**src/rebh_pkg.sv**
```systemverilog
// Constants, types and the ECC check function for the RAM error bank handler
package rebh_pkg;

   localparam int REBH_NBANK = 5;
   localparam int REBH_MAXDEPTH = 3;
   localparam int REBH_LOC_W = 12;
   localparam int REBH_CW_W = 39;
   localparam int REBH_CNT_W = 16;
   // Bank depths per RAM
   localparam logic [1:0] REBH_DEPTH_L1 = 2'h3;
   localparam logic [1:0] REBH_DEPTH_SCU = 2'h2;
   localparam logic [1:0] REBH_DEPTH_TCM = 2'h1;
   // Auxiliary control check enables, both bits set
   localparam logic [1:0] REBH_AUX_CORR_ON = 2'h3;
   localparam logic [REBH_CNT_W-1:0] REBH_CNT_RST = 16'h0000;

   typedef enum logic [2:0] {
      REBH_SRC_ICACHE = 3'h0,
      REBH_SRC_DCACHE = 3'h1,
      REBH_SRC_SCU = 3'h2,
      REBH_SRC_ITCM = 3'h3,
      REBH_SRC_DTCM = 3'h4,
      REBH_SRC_BRANCH = 3'h5
   } rebh_src_t;

   typedef enum logic [1:0] {
      REBH_ERR_NONE = 2'h0,
      REBH_ERR_SINGLE = 2'h1,
      REBH_ERR_MULTI = 2'h2
   } rebh_err_t;

   typedef enum logic [1:0] {
      REBH_OP_INV = 2'h1,
      REBH_OP_CLEAN_INV = 2'h2
   } rebh_op_t;

   // Gray codes along idle, maintenance, retry path
   typedef enum logic [2:0] {
      REBH_ST_IDLE = 3'h0,
      REBH_ST_MAINT = 3'h1,
      REBH_ST_WB = 3'h3,
      REBH_ST_SCU_MARK = 3'h5
   } rebh_state_t;

   typedef struct packed {
      rebh_src_t src;
      logic [REBH_LOC_W-1:0] loc;
      logic [REBH_CW_W-1:0] code;
   } rebh_rd_t;

   typedef struct packed {
      rebh_src_t src;
      logic [1:0] entry;
   } rebh_clr_t;

   typedef struct packed {
      rebh_src_t src;
      logic [REBH_LOC_W-1:0] loc;
   } rebh_look_t;

   typedef struct packed {
      rebh_err_t kind;
      logic [REBH_CW_W-1:0] fixed;
   } rebh_chk_t;

   // Codeword bits 38..1 are Hamming positions, bit 0 is overall parity
   function automatic rebh_chk_t rebh_secded(input logic [REBH_CW_W-1:0] cw);
      logic [5:0] syn;
      logic par;
      rebh_chk_t r;
      syn = 6'h00;
      par = ^cw;
      r.fixed = cw;
      for (int i = 1; i < REBH_CW_W; i++) begin
         if (cw[i]) begin
            syn = syn ^ 6'(i);
         end
      end
      if (!par && syn == 6'h00) begin
         r.kind = REBH_ERR_NONE;
      end else if (par) begin
         r.kind = REBH_ERR_SINGLE;
         if (syn < 6'(REBH_CW_W)) begin
            r.fixed[syn] = ~cw[syn];
         end else begin
            r.kind = REBH_ERR_MULTI;
         end
      end else begin
         r.kind = REBH_ERR_MULTI;
      end
      return r;
   endfunction : rebh_secded

endpackage : rebh_pkg

```
**src/rebh_top.sv**
```systemverilog
// RAM ECC error detection, correction sequencing and error banks
`timescale 1ns/1ns
module rebh_top (
   // Clock and reset
   input wire logic I_REF_CLK,
   input wire logic I_RSTN,
   // Read check port
   input wire logic I_RD_VALID,
   input rebh_pkg::rebh_rd_t I_RD,
   input wire logic [1:0] I_AUX_ECC_EN,
   // Maintenance and write back handshakes
   input wire logic I_MAINT_DONE,
   input wire logic I_WB_DONE,
   // Bank clear and lookup
   input wire logic I_CLR_VALID,
   input rebh_pkg::rebh_clr_t I_CLR,
   input rebh_pkg::rebh_look_t I_LOOK,
   // Sequencing outputs
   output logic O_BUSY,
   output logic O_MAINT_REQ,
   output rebh_pkg::rebh_op_t O_MAINT_OP,
   output logic [rebh_pkg::REBH_LOC_W-1:0] O_MAINT_LOC,
   output logic O_WB_VALID,
   output logic [rebh_pkg::REBH_CW_W-1:0] O_WB_DATA,
   output logic O_RETRY,
   output rebh_pkg::rebh_src_t O_RETRY_SRC,
   output logic [rebh_pkg::REBH_LOC_W-1:0] O_RETRY_LOC,
   output logic O_RETRY_FROM_BANK,
   output logic [rebh_pkg::REBH_CW_W-1:0] O_RETRY_DATA,
   // Lookup result
   output logic O_LOOK_MASKED,
   // Events and status
   output logic O_EVT_CORR,
   output logic O_EVT_FATAL,
   output logic O_EVT_PARITY,
   output logic O_RAM_FAULT_OUT,
   output logic [rebh_pkg::REBH_NBANK-1:0] O_BANK_NONEMPTY,
   output logic [rebh_pkg::REBH_NBANK-1:0][1:0] O_BANK_COUNT,
   output logic [rebh_pkg::REBH_CNT_W-1:0] O_ERR_COUNT,
   output logic [rebh_pkg::REBH_CNT_W-1:0] O_CORR_COUNT
);
   import rebh_pkg::*;

   ////////////////////////////////////////////////////////////////////////////
   rebh_state_t state_reg;
   rebh_src_t cap_src_reg;
   logic [REBH_LOC_W-1:0] cap_loc_reg;
   logic [REBH_CW_W-1:0] cap_fix_reg;
   logic cap_bank_reg;
   logic watch_reg;
   rebh_src_t watch_src_reg;
   logic [REBH_LOC_W-1:0] watch_loc_reg;
   logic [REBH_NBANK-1:0][REBH_MAXDEPTH-1:0] vld_reg;
   logic [REBH_NBANK-1:0][REBH_MAXDEPTH-1:0][REBH_LOC_W-1:0] loc_reg;
   logic [1:0][REBH_CW_W-1:0] tcm_copy_reg;

   rebh_chk_t chk;
   logic take;
   logic is_branch;
   logic is_tcm;
   logic ecc_err;
   logic tcm_first;
   logic [REBH_NBANK-1:0] push;
   logic [REBH_LOC_W-1:0] push_loc;
   logic [REBH_NBANK-1:0] hit;

   assign take = I_RD_VALID && state_reg == REBH_ST_IDLE;
   assign is_branch = I_RD.src == REBH_SRC_BRANCH;
   assign is_tcm = I_RD.src == REBH_SRC_ITCM || I_RD.src == REBH_SRC_DTCM;
   assign chk = rebh_secded(I_RD.code);
   assign ecc_err = take && !is_branch && chk.kind != REBH_ERR_NONE;
   assign tcm_first = is_tcm && !O_BANK_NONEMPTY[I_RD.src];

   ////////////////////////////////////////////////////////////////////////////
   // Push requests per bank
   always_comb begin
      push = '0;
      push_loc = I_RD.loc;
      if (state_reg == REBH_ST_SCU_MARK) begin
         push[REBH_SRC_SCU] = 1'b1;
         push[REBH_SRC_DCACHE] = 1'b1;
         push_loc = cap_loc_reg;
      end else if (ecc_err && I_RD.src != REBH_SRC_SCU) begin
         // Later TIGHTLY_COUPLED_MEMORY single errors leave the bank so faults stay isolated
         if (!(is_tcm && chk.kind == REBH_ERR_SINGLE && !tcm_first)) begin
            push[I_RD.src] = 1'b1;
         end
      end
   end

   ////////////////////////////////////////////////////////////////////////////
   // Error banks, one per protected RAM
   for (genvar b = 0; b < REBH_NBANK; b++) begin : g_bank
      localparam logic [1:0] DEPTH = (b == REBH_SRC_SCU) ? REBH_DEPTH_SCU :
         ((b == REBH_SRC_ITCM || b == REBH_SRC_DTCM) ? REBH_DEPTH_TCM : REBH_DEPTH_L1);
      logic [REBH_MAXDEPTH-1:0] slot;
      logic [REBH_MAXDEPTH-1:0] match;

      always_comb begin
         slot = '0;
         for (int e = 0; e < REBH_MAXDEPTH; e++) begin
            if (e < int'(DEPTH) && !vld_reg[b][e] && slot == '0) begin
               slot[e] = 1'b1;
            end
         end
         for (int e = 0; e < REBH_MAXDEPTH; e++) begin
            match[e] = vld_reg[b][e] && loc_reg[b][e] == I_LOOK.loc;
         end
      end
      assign hit[b] = |match;

      always_ff @(posedge I_REF_CLK or negedge I_RSTN) begin
         if (!I_RSTN) begin
            vld_reg[b] <= '0;
            loc_reg[b] <= '0;
         end else begin
            for (int e = 0; e < REBH_MAXDEPTH; e++) begin
               // Set wins over a clear aimed at the same entry
               if (push[b] && slot[e]) begin
                  vld_reg[b][e] <= 1'b1;
                  loc_reg[b][e] <= push_loc;
               end else if (I_CLR_VALID && I_CLR.src == b && I_CLR.entry == e) begin
                  vld_reg[b][e] <= 1'b0;
               end
            end
         end
      end

      always_ff @(posedge I_REF_CLK or negedge I_RSTN) begin
         if (!I_RSTN) begin
            O_BANK_COUNT[b] <= 2'h0;
            O_BANK_NONEMPTY[b] <= 1'b0;
         end else begin
            O_BANK_COUNT[b] <= 2'(vld_reg[b][0]) + 2'(vld_reg[b][1]) + 2'(vld_reg[b][2]);
            O_BANK_NONEMPTY[b] <= |vld_reg[b];
         end
      end
   end

   ////////////////////////////////////////////////////////////////////////////
   // Lookup masking for reads and allocation
   always_ff @(posedge I_REF_CLK or negedge I_RSTN) begin
      if (!I_RSTN) begin
         O_LOOK_MASKED <= 1'b0;
      end else begin
         O_LOOK_MASKED <= I_LOOK.src <= REBH_SRC_DTCM && hit[I_LOOK.src];
      end
   end

   // TIGHTLY_COUPLED_MEMORY bank copies of corrected data
   always_ff @(posedge I_REF_CLK or negedge I_RSTN) begin
      if (!I_RSTN) begin
         tcm_copy_reg <= '0;
      end else if (ecc_err && chk.kind == REBH_ERR_SINGLE && is_tcm && tcm_first) begin
         tcm_copy_reg[I_RD.src == REBH_SRC_DTCM] <= chk.fixed;
      end
   end

   ////////////////////////////////////////////////////////////////////////////
   // Correction sequencer
   always_ff @(posedge I_REF_CLK or negedge I_RSTN) begin
      if (!I_RSTN) begin
         state_reg <= REBH_ST_IDLE;
         cap_src_reg <= REBH_SRC_ICACHE;
         cap_loc_reg <= '0;
         cap_fix_reg <= '0;
         cap_bank_reg <= 1'b0;
         O_BUSY <= 1'b0;
         O_MAINT_REQ <= 1'b0;
         O_MAINT_OP <= REBH_OP_INV;
         O_WB_VALID <= 1'b0;
      end else begin
         case (state_reg)
            REBH_ST_IDLE: begin
               // Multi-bit errors on dirty data or TIGHTLY_COUPLED_MEMORY are only reported
               if (ecc_err && (chk.kind == REBH_ERR_SINGLE ||
                   I_RD.src == REBH_SRC_ICACHE || I_RD.src == REBH_SRC_SCU)) begin
                  cap_src_reg <= I_RD.src;
                  cap_loc_reg <= I_RD.loc;
                  cap_fix_reg <= chk.fixed;
                  cap_bank_reg <= tcm_first;
                  O_BUSY <= 1'b1;
                  if (is_tcm) begin
                     state_reg <= REBH_ST_WB;
                     O_WB_VALID <= 1'b1;
                  end else begin
                     state_reg <= REBH_ST_MAINT;
                     O_MAINT_REQ <= 1'b1;
                     // Instruction lines are never dirty
                     O_MAINT_OP <= (I_RD.src == REBH_SRC_ICACHE) ? REBH_OP_INV :
                        REBH_OP_CLEAN_INV;
                  end
               end
            end
            REBH_ST_MAINT: begin
               if (I_MAINT_DONE) begin
                  O_MAINT_REQ <= 1'b0;
                  if (cap_src_reg == REBH_SRC_SCU) begin
                     state_reg <= REBH_ST_SCU_MARK;
                  end else begin
                     state_reg <= REBH_ST_IDLE;
                     O_BUSY <= 1'b0;
                  end
               end
            end
            REBH_ST_WB: begin
               if (I_WB_DONE) begin
                  O_WB_VALID <= 1'b0;
                  state_reg <= REBH_ST_IDLE;
                  O_BUSY <= 1'b0;
               end
            end
            default: begin
               state_reg <= REBH_ST_IDLE;
               O_BUSY <= 1'b0;
            end
         endcase
      end
   end

   // Maintenance target and write back data follow the capture
   assign O_MAINT_LOC = cap_loc_reg;
   assign O_WB_DATA = cap_fix_reg;

   // Retry pulse after the repair completes
   always_ff @(posedge I_REF_CLK or negedge I_RSTN) begin
      if (!I_RSTN) begin
         O_RETRY <= 1'b0;
         O_RETRY_SRC <= REBH_SRC_ICACHE;
         O_RETRY_LOC <= '0;
         O_RETRY_FROM_BANK <= 1'b0;
         O_RETRY_DATA <= '0;
      end else begin
         O_RETRY <= (state_reg == REBH_ST_MAINT && I_MAINT_DONE &&
            cap_src_reg != REBH_SRC_SCU) || state_reg == REBH_ST_SCU_MARK ||
            (state_reg == REBH_ST_WB && I_WB_DONE);
         O_RETRY_SRC <= cap_src_reg;
         O_RETRY_LOC <= cap_loc_reg;
         O_RETRY_FROM_BANK <= state_reg == REBH_ST_WB && cap_bank_reg;
         O_RETRY_DATA <= cap_bank_reg ? tcm_copy_reg[cap_src_reg == REBH_SRC_DTCM] : cap_fix_reg;
      end
   end

   ////////////////////////////////////////////////////////////////////////////
   // Events, counters and the hard fault output
   always_ff @(posedge I_REF_CLK or negedge I_RSTN) begin
      if (!I_RSTN) begin
         O_EVT_CORR <= 1'b0;
         O_EVT_FATAL <= 1'b0;
         O_EVT_PARITY <= 1'b0;
         O_ERR_COUNT <= REBH_CNT_RST;
         O_CORR_COUNT <= REBH_CNT_RST;
      end else begin
         // Snoop tag correctable errors are never notified
         O_EVT_CORR <= ecc_err && chk.kind == REBH_ERR_SINGLE &&
            I_AUX_ECC_EN == REBH_AUX_CORR_ON && I_RD.src != REBH_SRC_SCU;
         // Raised in the cycle after the check, data may already have moved on
         O_EVT_FATAL <= ecc_err && chk.kind == REBH_ERR_MULTI;
         O_EVT_PARITY <= take && is_branch && ^I_RD.code;
         if (ecc_err) begin
            O_ERR_COUNT <= O_ERR_COUNT + 16'h0001;
         end
         if (ecc_err && chk.kind == REBH_ERR_SINGLE) begin
            O_CORR_COUNT <= O_CORR_COUNT + 16'h0001;
         end
      end
   end

   // A repeat error at the last TIGHTLY_COUPLED_MEMORY word written back while its bank was occupied means a hard fault
   always_ff @(posedge I_REF_CLK or negedge I_RSTN) begin
      if (!I_RSTN) begin
         watch_reg <= 1'b0;
         watch_src_reg <= REBH_SRC_ICACHE;
         watch_loc_reg <= '0;
         O_RAM_FAULT_OUT <= 1'b0;
      end else if (take && is_tcm) begin
         if (watch_reg && I_RD.src == watch_src_reg && I_RD.loc == watch_loc_reg) begin
            if (chk.kind != REBH_ERR_NONE) begin
               O_RAM_FAULT_OUT <= 1'b1;
            end else begin
               watch_reg <= 1'b0;
            end
         end else if (chk.kind == REBH_ERR_SINGLE && !tcm_first) begin
            watch_reg <= 1'b1;
            watch_src_reg <= I_RD.src;
            watch_loc_reg <= I_RD.loc;
         end
      end
   end
endmodule : rebh_top

```
**config.mk**
```make
export PLATFORM = sky130hd
export DESIGN_NAME = rebh_top
export DESIGN_NICKNAME = d
export VERILOG_FILES = /design/src/rebh_pkg.sv /design/src/rebh_top.sv
export SDC_FILE = /design/constraint.sdc
export NUM_CORES = 1
export LEC_CHECK = 0
export ABC_CLOCK_PERIOD_IN_PS = 2900
export BUFFER_PORTS_ARGS = -buffer_cell sky130_fd_sc_hd__buf_2
export CAP_MARGIN = 40
export CORE_MARGIN = 2
export CORE_UTILIZATION = 35
export DETAILED_ROUTE_END_ITERATION = 6
export GPL_TIMING_DRIVEN = 0
export PLACE_DENSITY = 0.64
export SYNTH_ARGS = -nofsm -noshare
export SYNTH_HDL_FRONTEND = slang
export SYNTH_SLANG_ARGS = --single-unit
```
**constraint.sdc**
```tcl
create_clock -name I_REF_CLK -period 2.9 [get_ports I_REF_CLK]
set_input_delay 0.725 -clock I_REF_CLK [delete_from_list [all_inputs] [get_ports I_REF_CLK]]
set_output_delay 0.725 -clock I_REF_CLK [all_outputs]
set_load 0.03 [all_outputs]
```
# Yosys cells after proc, flatten, opt, wreduce, memory -nomap -nowiden
# Index checks and enable logic that the tools add are counted.
[op_classes]
addsub = 7
shifts = 0
eq_ne = 39
div_mod_pow = 0
n_mul = 0
n_bitwise = 40
order_cmp = 10
n_reduce_logical = 120
n_mux = 119
[ops]
columns = ["op", "count"]
rows = [
  ["$mux W39", 7],
  ["$eq A12 B12 Y1", 11],
  ["$mux W5", 18],
  ["$bwmux W78", 1],
  ["$logic_and A1 B1 Y1", 69],
  ["$mux W1", 49],
  ["$mux W6", 7],
  ["$bwmux W39", 1],
  ["$demux W39 S1", 1],
  ["$not A3 Y3", 13],
  ["$reduce_xor A39 Y1", 1],
  ["$add A16 B1 Y16 const B", 2],
  ["$mux W4", 8],
  ["$reduce_bool A2 Y1", 14],
  ["$not A2 Y2", 13],
  ["$mux W3", 8],
  ["$not A4 Y4", 5],
  ["$eq A3 B2 Y1 const B", 6],
  ["$mux W2", 9],
  ["$eq A3 B3 Y1 const B", 5],
  ["$reduce_and A3 Y1", 5],
  ["$mux W12", 1],
  ["$ne A2 B2 Y1 const B", 6],
  ["$reduce_and A4 Y1", 3],
  ["34 further kinds", 72],
]
[word_totals]
register_bits = 391
n_memories = 0
ram_bits = 0
in_bits = 82
romBits = 0
latchBits = 0

# Depth between registers and ports, before layout
[depth]
depth_word = 82
depth_mapped = 16

# Worst setup path before layout
# OpenSTA, ideal clock, no wires.
[synth_timing]
kind = "input to register"
start = "in I_RD[38] (netlist name)"
end = "reg tcm_copy_reg[77] (netlist name)"
cell_stages = 15
path_slack_ns = -0.850
t_arrival_ns = 3.627
path_buffers = 5
cell_sequence = "clkbuf_1 -> xnor3_1 -> xnor3_1 -> xor3_1 -> xnor2_2 -> nand2_1 -> o2111ai_1 -> buf_2 -> and2_1 -> buf_6 -> or4_4 -> buf_6 -> buf_6 -> nand2_1 -> o31ai_2"
[synth_between]
elab_chain_len = 10
elab_cells_between_ends = 28
[synth_lines]
columns = ["item", "line", "text"]
rows = [
  ["start, declared", "rebh_top.sv:9", "input rebh_pkg::rebh_rd_t I_RD,"],
  ["$mux W6", "rebh_pkg.sv:75", "if (cw[i]) begin"],
  ["$lt A6 B7 Y1 (implied by the code), or another cell as far along", "rebh_pkg.sv:84", "r.fixed[syn] = ~cw[syn];"],
  ["$logic_and A1 B1 Y1 (implied by the code) or $mux W2 (tied branches)", "rebh_pkg.sv:84, rebh_pkg.sv:83", ""],
  ["$mux W1 (implied by the code) or $mux W2 (tied branches)", "rebh_pkg.sv:84, rebh_pkg.sv:81", ""],
  ["$demux W1 S6 or $mux W2 (tied branches)", "rebh_pkg.sv:84, rebh_pkg.sv:79", ""],
  ["$bwmux W39 or $reduce_bool A2 Y1 (tied branches)", "rebh_pkg.sv:84, rebh_top.sv:71", ""],
  ["$mux W39 or $logic_and A1 B1 Y1 (tied branches)", "rebh_pkg.sv:83, rebh_top.sv:71", ""],
  ["$mux W39 or $logic_and A1 B1 Y1 (tied branches)", "rebh_pkg.sv:81, rebh_top.sv:154", ""],
  ["$mux W39 or $logic_and A1 B1 Y1 (tied branches)", "rebh_pkg.sv:79, rebh_top.sv:154", ""],
  ["$bwmux W78 or $logic_and A1 B1 Y1 (tied branches)", "rebh_top.sv:155, rebh_top.sv:154", ""],
  ["end signal, assigned by index", "rebh_top.sv:155", "tcm_copy_reg[I_RD.src == REBH_SRC_DTCM] <= chk.fixed;"],
  ["end, declared", "rebh_top.sv:55", "logic [1:0][REBH_CW_W-1:0] tcm_copy_reg;"],
]
# Parallel ways exist; a longest one is shown, timed or not. The select of a mux whose other input is x is not followed.
# A chain may end at the register's enable or synchronous reset.

# Final worst setup path
[layout_timing]
start = "in I_RD[11] (netlist name)"
end = "reg cap_fix_reg[37] (netlist: O_WB_DATA[37])"
[layout_between]
elab_chain_len = 50
elab_cells_between_ends = 78
[layout_lines]
columns = ["item", "line", "text"]
rows = [
  ["parallel branches: the longest is 50 deep, another holds $mux W5", "--", ""],
  ["end signal, assigned", "rebh_top.sv:180", "cap_fix_reg <= chk.fixed;"],
  ["end, declared", "rebh_top.sv:48", "logic [REBH_CW_W-1:0] cap_fix_reg;"],
]
# Parallel ways; which one is timed is not known. The select of a mux whose other input is x is not followed.

==> summary.md <==
| Metric | Value |
|---|---|
| Outcome | finished, violations left |
| Violated checks | setup timing |
| Hold_buf cts | 0 |
| # DRC | 0 |
| Die area | 0.0553 mm² |
| Root buffer cell | clkbuf_16 |
| Startpoint Class | input port |
| Clk buf depth | 3 |
| GP Congestion | 0.887 |
| Worst-Margin Slew | 945 ps |
| Total GRT Usage | 22.9% |
| Pwr/cell area | 1100 mW/mm² |
| Post-DRT Antenna Nets | 0 |
| Area taken by multi-input logic gates | 0.0109 mm² |
| P&R area growth vs syn | 48.5% |
| Global-route wire length before repair | 98.1 mm |
| GRT overflow | 0 |
| Worst Clk Skew | 19.7 ps |
| Seq/Total Area, Yosys | 52.3% |
| Pwr Total | 0.0305 W |
| TritonCTS buffer count | 43 |
| Pre-CTS WS | -1710 ps |
| Max-Slew Margin vs Limit | 36.6% |
| Seq cells post-synth | 391 |
| RSZ-0062 raised after global routing | yes |
| Final hold violation count | 0 |
| # rows | 84 |
| Critical R2R Capture | tcm_copy_reg[72] |
| Io pins | 246 |
| DPL Wire Length | 43.7 mm |
| Pin count of the biggest net entering global routing | 120 |
| Reg area | 0.00979 mm² |
| Yosys top cell area share | 52.2% |
| Synth area leaders | dfrtp_1 52%, xnor2_1 6.7%, nand2_1 5.1%, mux2i_1 4.7%, xor2_1 4.1% |
| Crit Path Category | input port to register |
| CP required | 3370 ps |
| CTS tree | done |
| Reg2reg start | state_reg[2] |
| Die Y | 235 µm |
| Max-cap viol count | 0 |
| Final Setup Violations | 293 |
| Max reg flops | 120 |
| Share of cells above drive strength 1 | 47.1% |
| Placed Cells | 2,737 |
| Slew Viols, Final | 0 |
| Dpl cell area | 0.0215 mm² |
| Synth top cells by count | 390 x dfrtp_1, 252 x nand2_1, 153 x nor2_1 |
| Worst setup EP type | register |
| Fin crit share | 117% |
| IO buf count | 227 |
| DRT iter0 DRCs | 1,299 |
| Minimum clock period | 3380 ps |
| Htree depth | 2 |
| Max IR drop VDD | 0.624 mV |
| Ys Warns | 0 |
| Worst-path fanout max | 6 |
| Post-synth ARST share | 100% |
| Post-synth cell types | 74 |
| Antenna violations before repair | 3 |
| DRT Pass-1 Iters | 5 |
| Fill count | 4,416 |
| Mapped Cells | 1,790 |
| CTS Sinks | 391 |
| Number of synthesized flops with an enable pin | 0 |
| WL per Instance | 22.5 µm |
| Number of global-route vias before repair | 16,257 |
| Static leakage | 12.5 nW |
| Vias per cell | 5.38 |
| Fmax | 296 MHz |
| Worst-Skew Late Latency | 590 ps |
| Hold Path Class | input port to asynchronous set/reset pin |
| Die Wd | 235 µm |
| Critical Path Start | I_RD[11] |
| Reg2Reg Depth | 9 |
| Critical path arrival | 3850 ps |
| Final core occ | 52.7% |
| FF-to-FF setup slack | -130 ps |
| Vias | 16,036 |
| CORE AREA | 0.0527 mm² |
| Main synth FF type | dfrtp_1 |
| Final WL | 67.2 mm |
| Clock transition at path regs | 60 ps |
| Cell taking the most area after synthesis | dfrtp_1 |
| Post-Layout Cell Count | 2,981 |
| Most frequent cell after synthesis | dfrtp_1 |
| Syn Area/Cell | 10.4 µm² |
| Final Net Count | 2,350 |
| Final Cell Area | 0.0278 mm² |
| Post-Syn Area | 0.0187 mm² |
| Initial core utilization | 35.5% |
| Setup WS post-layout | -484 ps |
[how the worst max path moves through the flow]
stage,to,slack [ps],cells after the start
finish,O_WB_DATA[37],-480,13
global route,cap_src_reg[2],-560,16
CTS,O_MAINT_LOC[9],-350,16
detailed placement,cap_src_reg[2],-1710,14
global placement,O_RETRY_DATA[24],-6460,1
floorplan,tcm_copy_reg[77],-750,15
[power breakdown]
part	internal, W	leakage [nW]	switching, W	total [W]
registers	0.00763	4.97	0.00199	0.00962
logic	0.00651	6.83	0.00851	0.0150
clock network	0.00344	0.718	0.00237	0.00581
total	0.0176	12.5	0.0129	0.0305
[cell type report]
type / count / share of cell area (%)
multi-input cells: 1285 / 39.3
flip-flops and latches: 391 / 35.2
repair buffers: 432 / 13.0
clock buffers: 56 / 4.27
plain buffers: 93 / 3.82
well taps: 688 / 3.10
clock inverters: 19 / 1.06
inverters: 15 / 0.203
diodes: 2 / 0.0180
[through the flow]
stage / hold slack (ps) / TNS, ps
after floorplan: 380 / -163440
after global placement: 408 / -2913720
after detailed placement: 413 / -401640
after CTS: 126 / -68680
after global routing: 156 / -116430
final: 118 / -99980
[logic make-up after synthesis]
kind of cell	Yosys count	share of synthesized area, %
buffers and inverters	116	2.85
AO/OA/AOI/OAI	331	10.5
AND/OR/NAND/NOR	553	13.2
adder cells (fa/ha/maj)	7	0.549
flip-flops	391	52.3
multiplexers	152	8.69
other	1	0.0201
XOR/XNOR	239	11.8
[layout by cell type, fill, tap and decap left out, drive strengths merged, types with 4 or more instances in the layout]
cell and count:
ha 5, a31oi 15, xor2 88, inv 18, xnor3 6, and3 10
bufinv 6, nor4 23, o22ai 4, or4 4, nand3b 5, and2 17
or3 6, a21oi 80, nand4 29, xnor2 144, nor3 10, mux2i 88
nor2b 4, a22o 6, o41ai 4, a211oi 8, o21ai 157, clkbuf 109
a22oi 8, mux2 62, a2111oi 8, nand3 26, o31ai 16, dfrtp 390
clkinv 7, nor2 153, nand2b 4, buf 472, nand2 252, a21boi 4
[worst max-delay path: stages]
cell and delay [ps]:
buf_12 110, xnor2_2 130, xnor3_2 510, xnor3_2 490
xor2_4 240, o2111ai_4 180, buf_6 190, buf_6 110
a22o_4 230, a221oi_4 300, buf_6 190, buf_12 140
mux2_4 300
[metal layers]
layer  global-route usage [%]  wire [µm]  up-vias
met4                     9.28       2260        2
li1                         -          -     7122
met2                     36.1      31500      644
met1                     30.5      28600     8127
met5                        0         13        -
met3                     5.46       4820      141
[timing repair]
action                     4_1_cts  5_1_grt
pin swaps                      134       94
cloned                          25       12
gates resized for setup        505      412
buffers inserted               106       42
setup endpoints to repair      296      291
(Power assumes the default switching activity.)
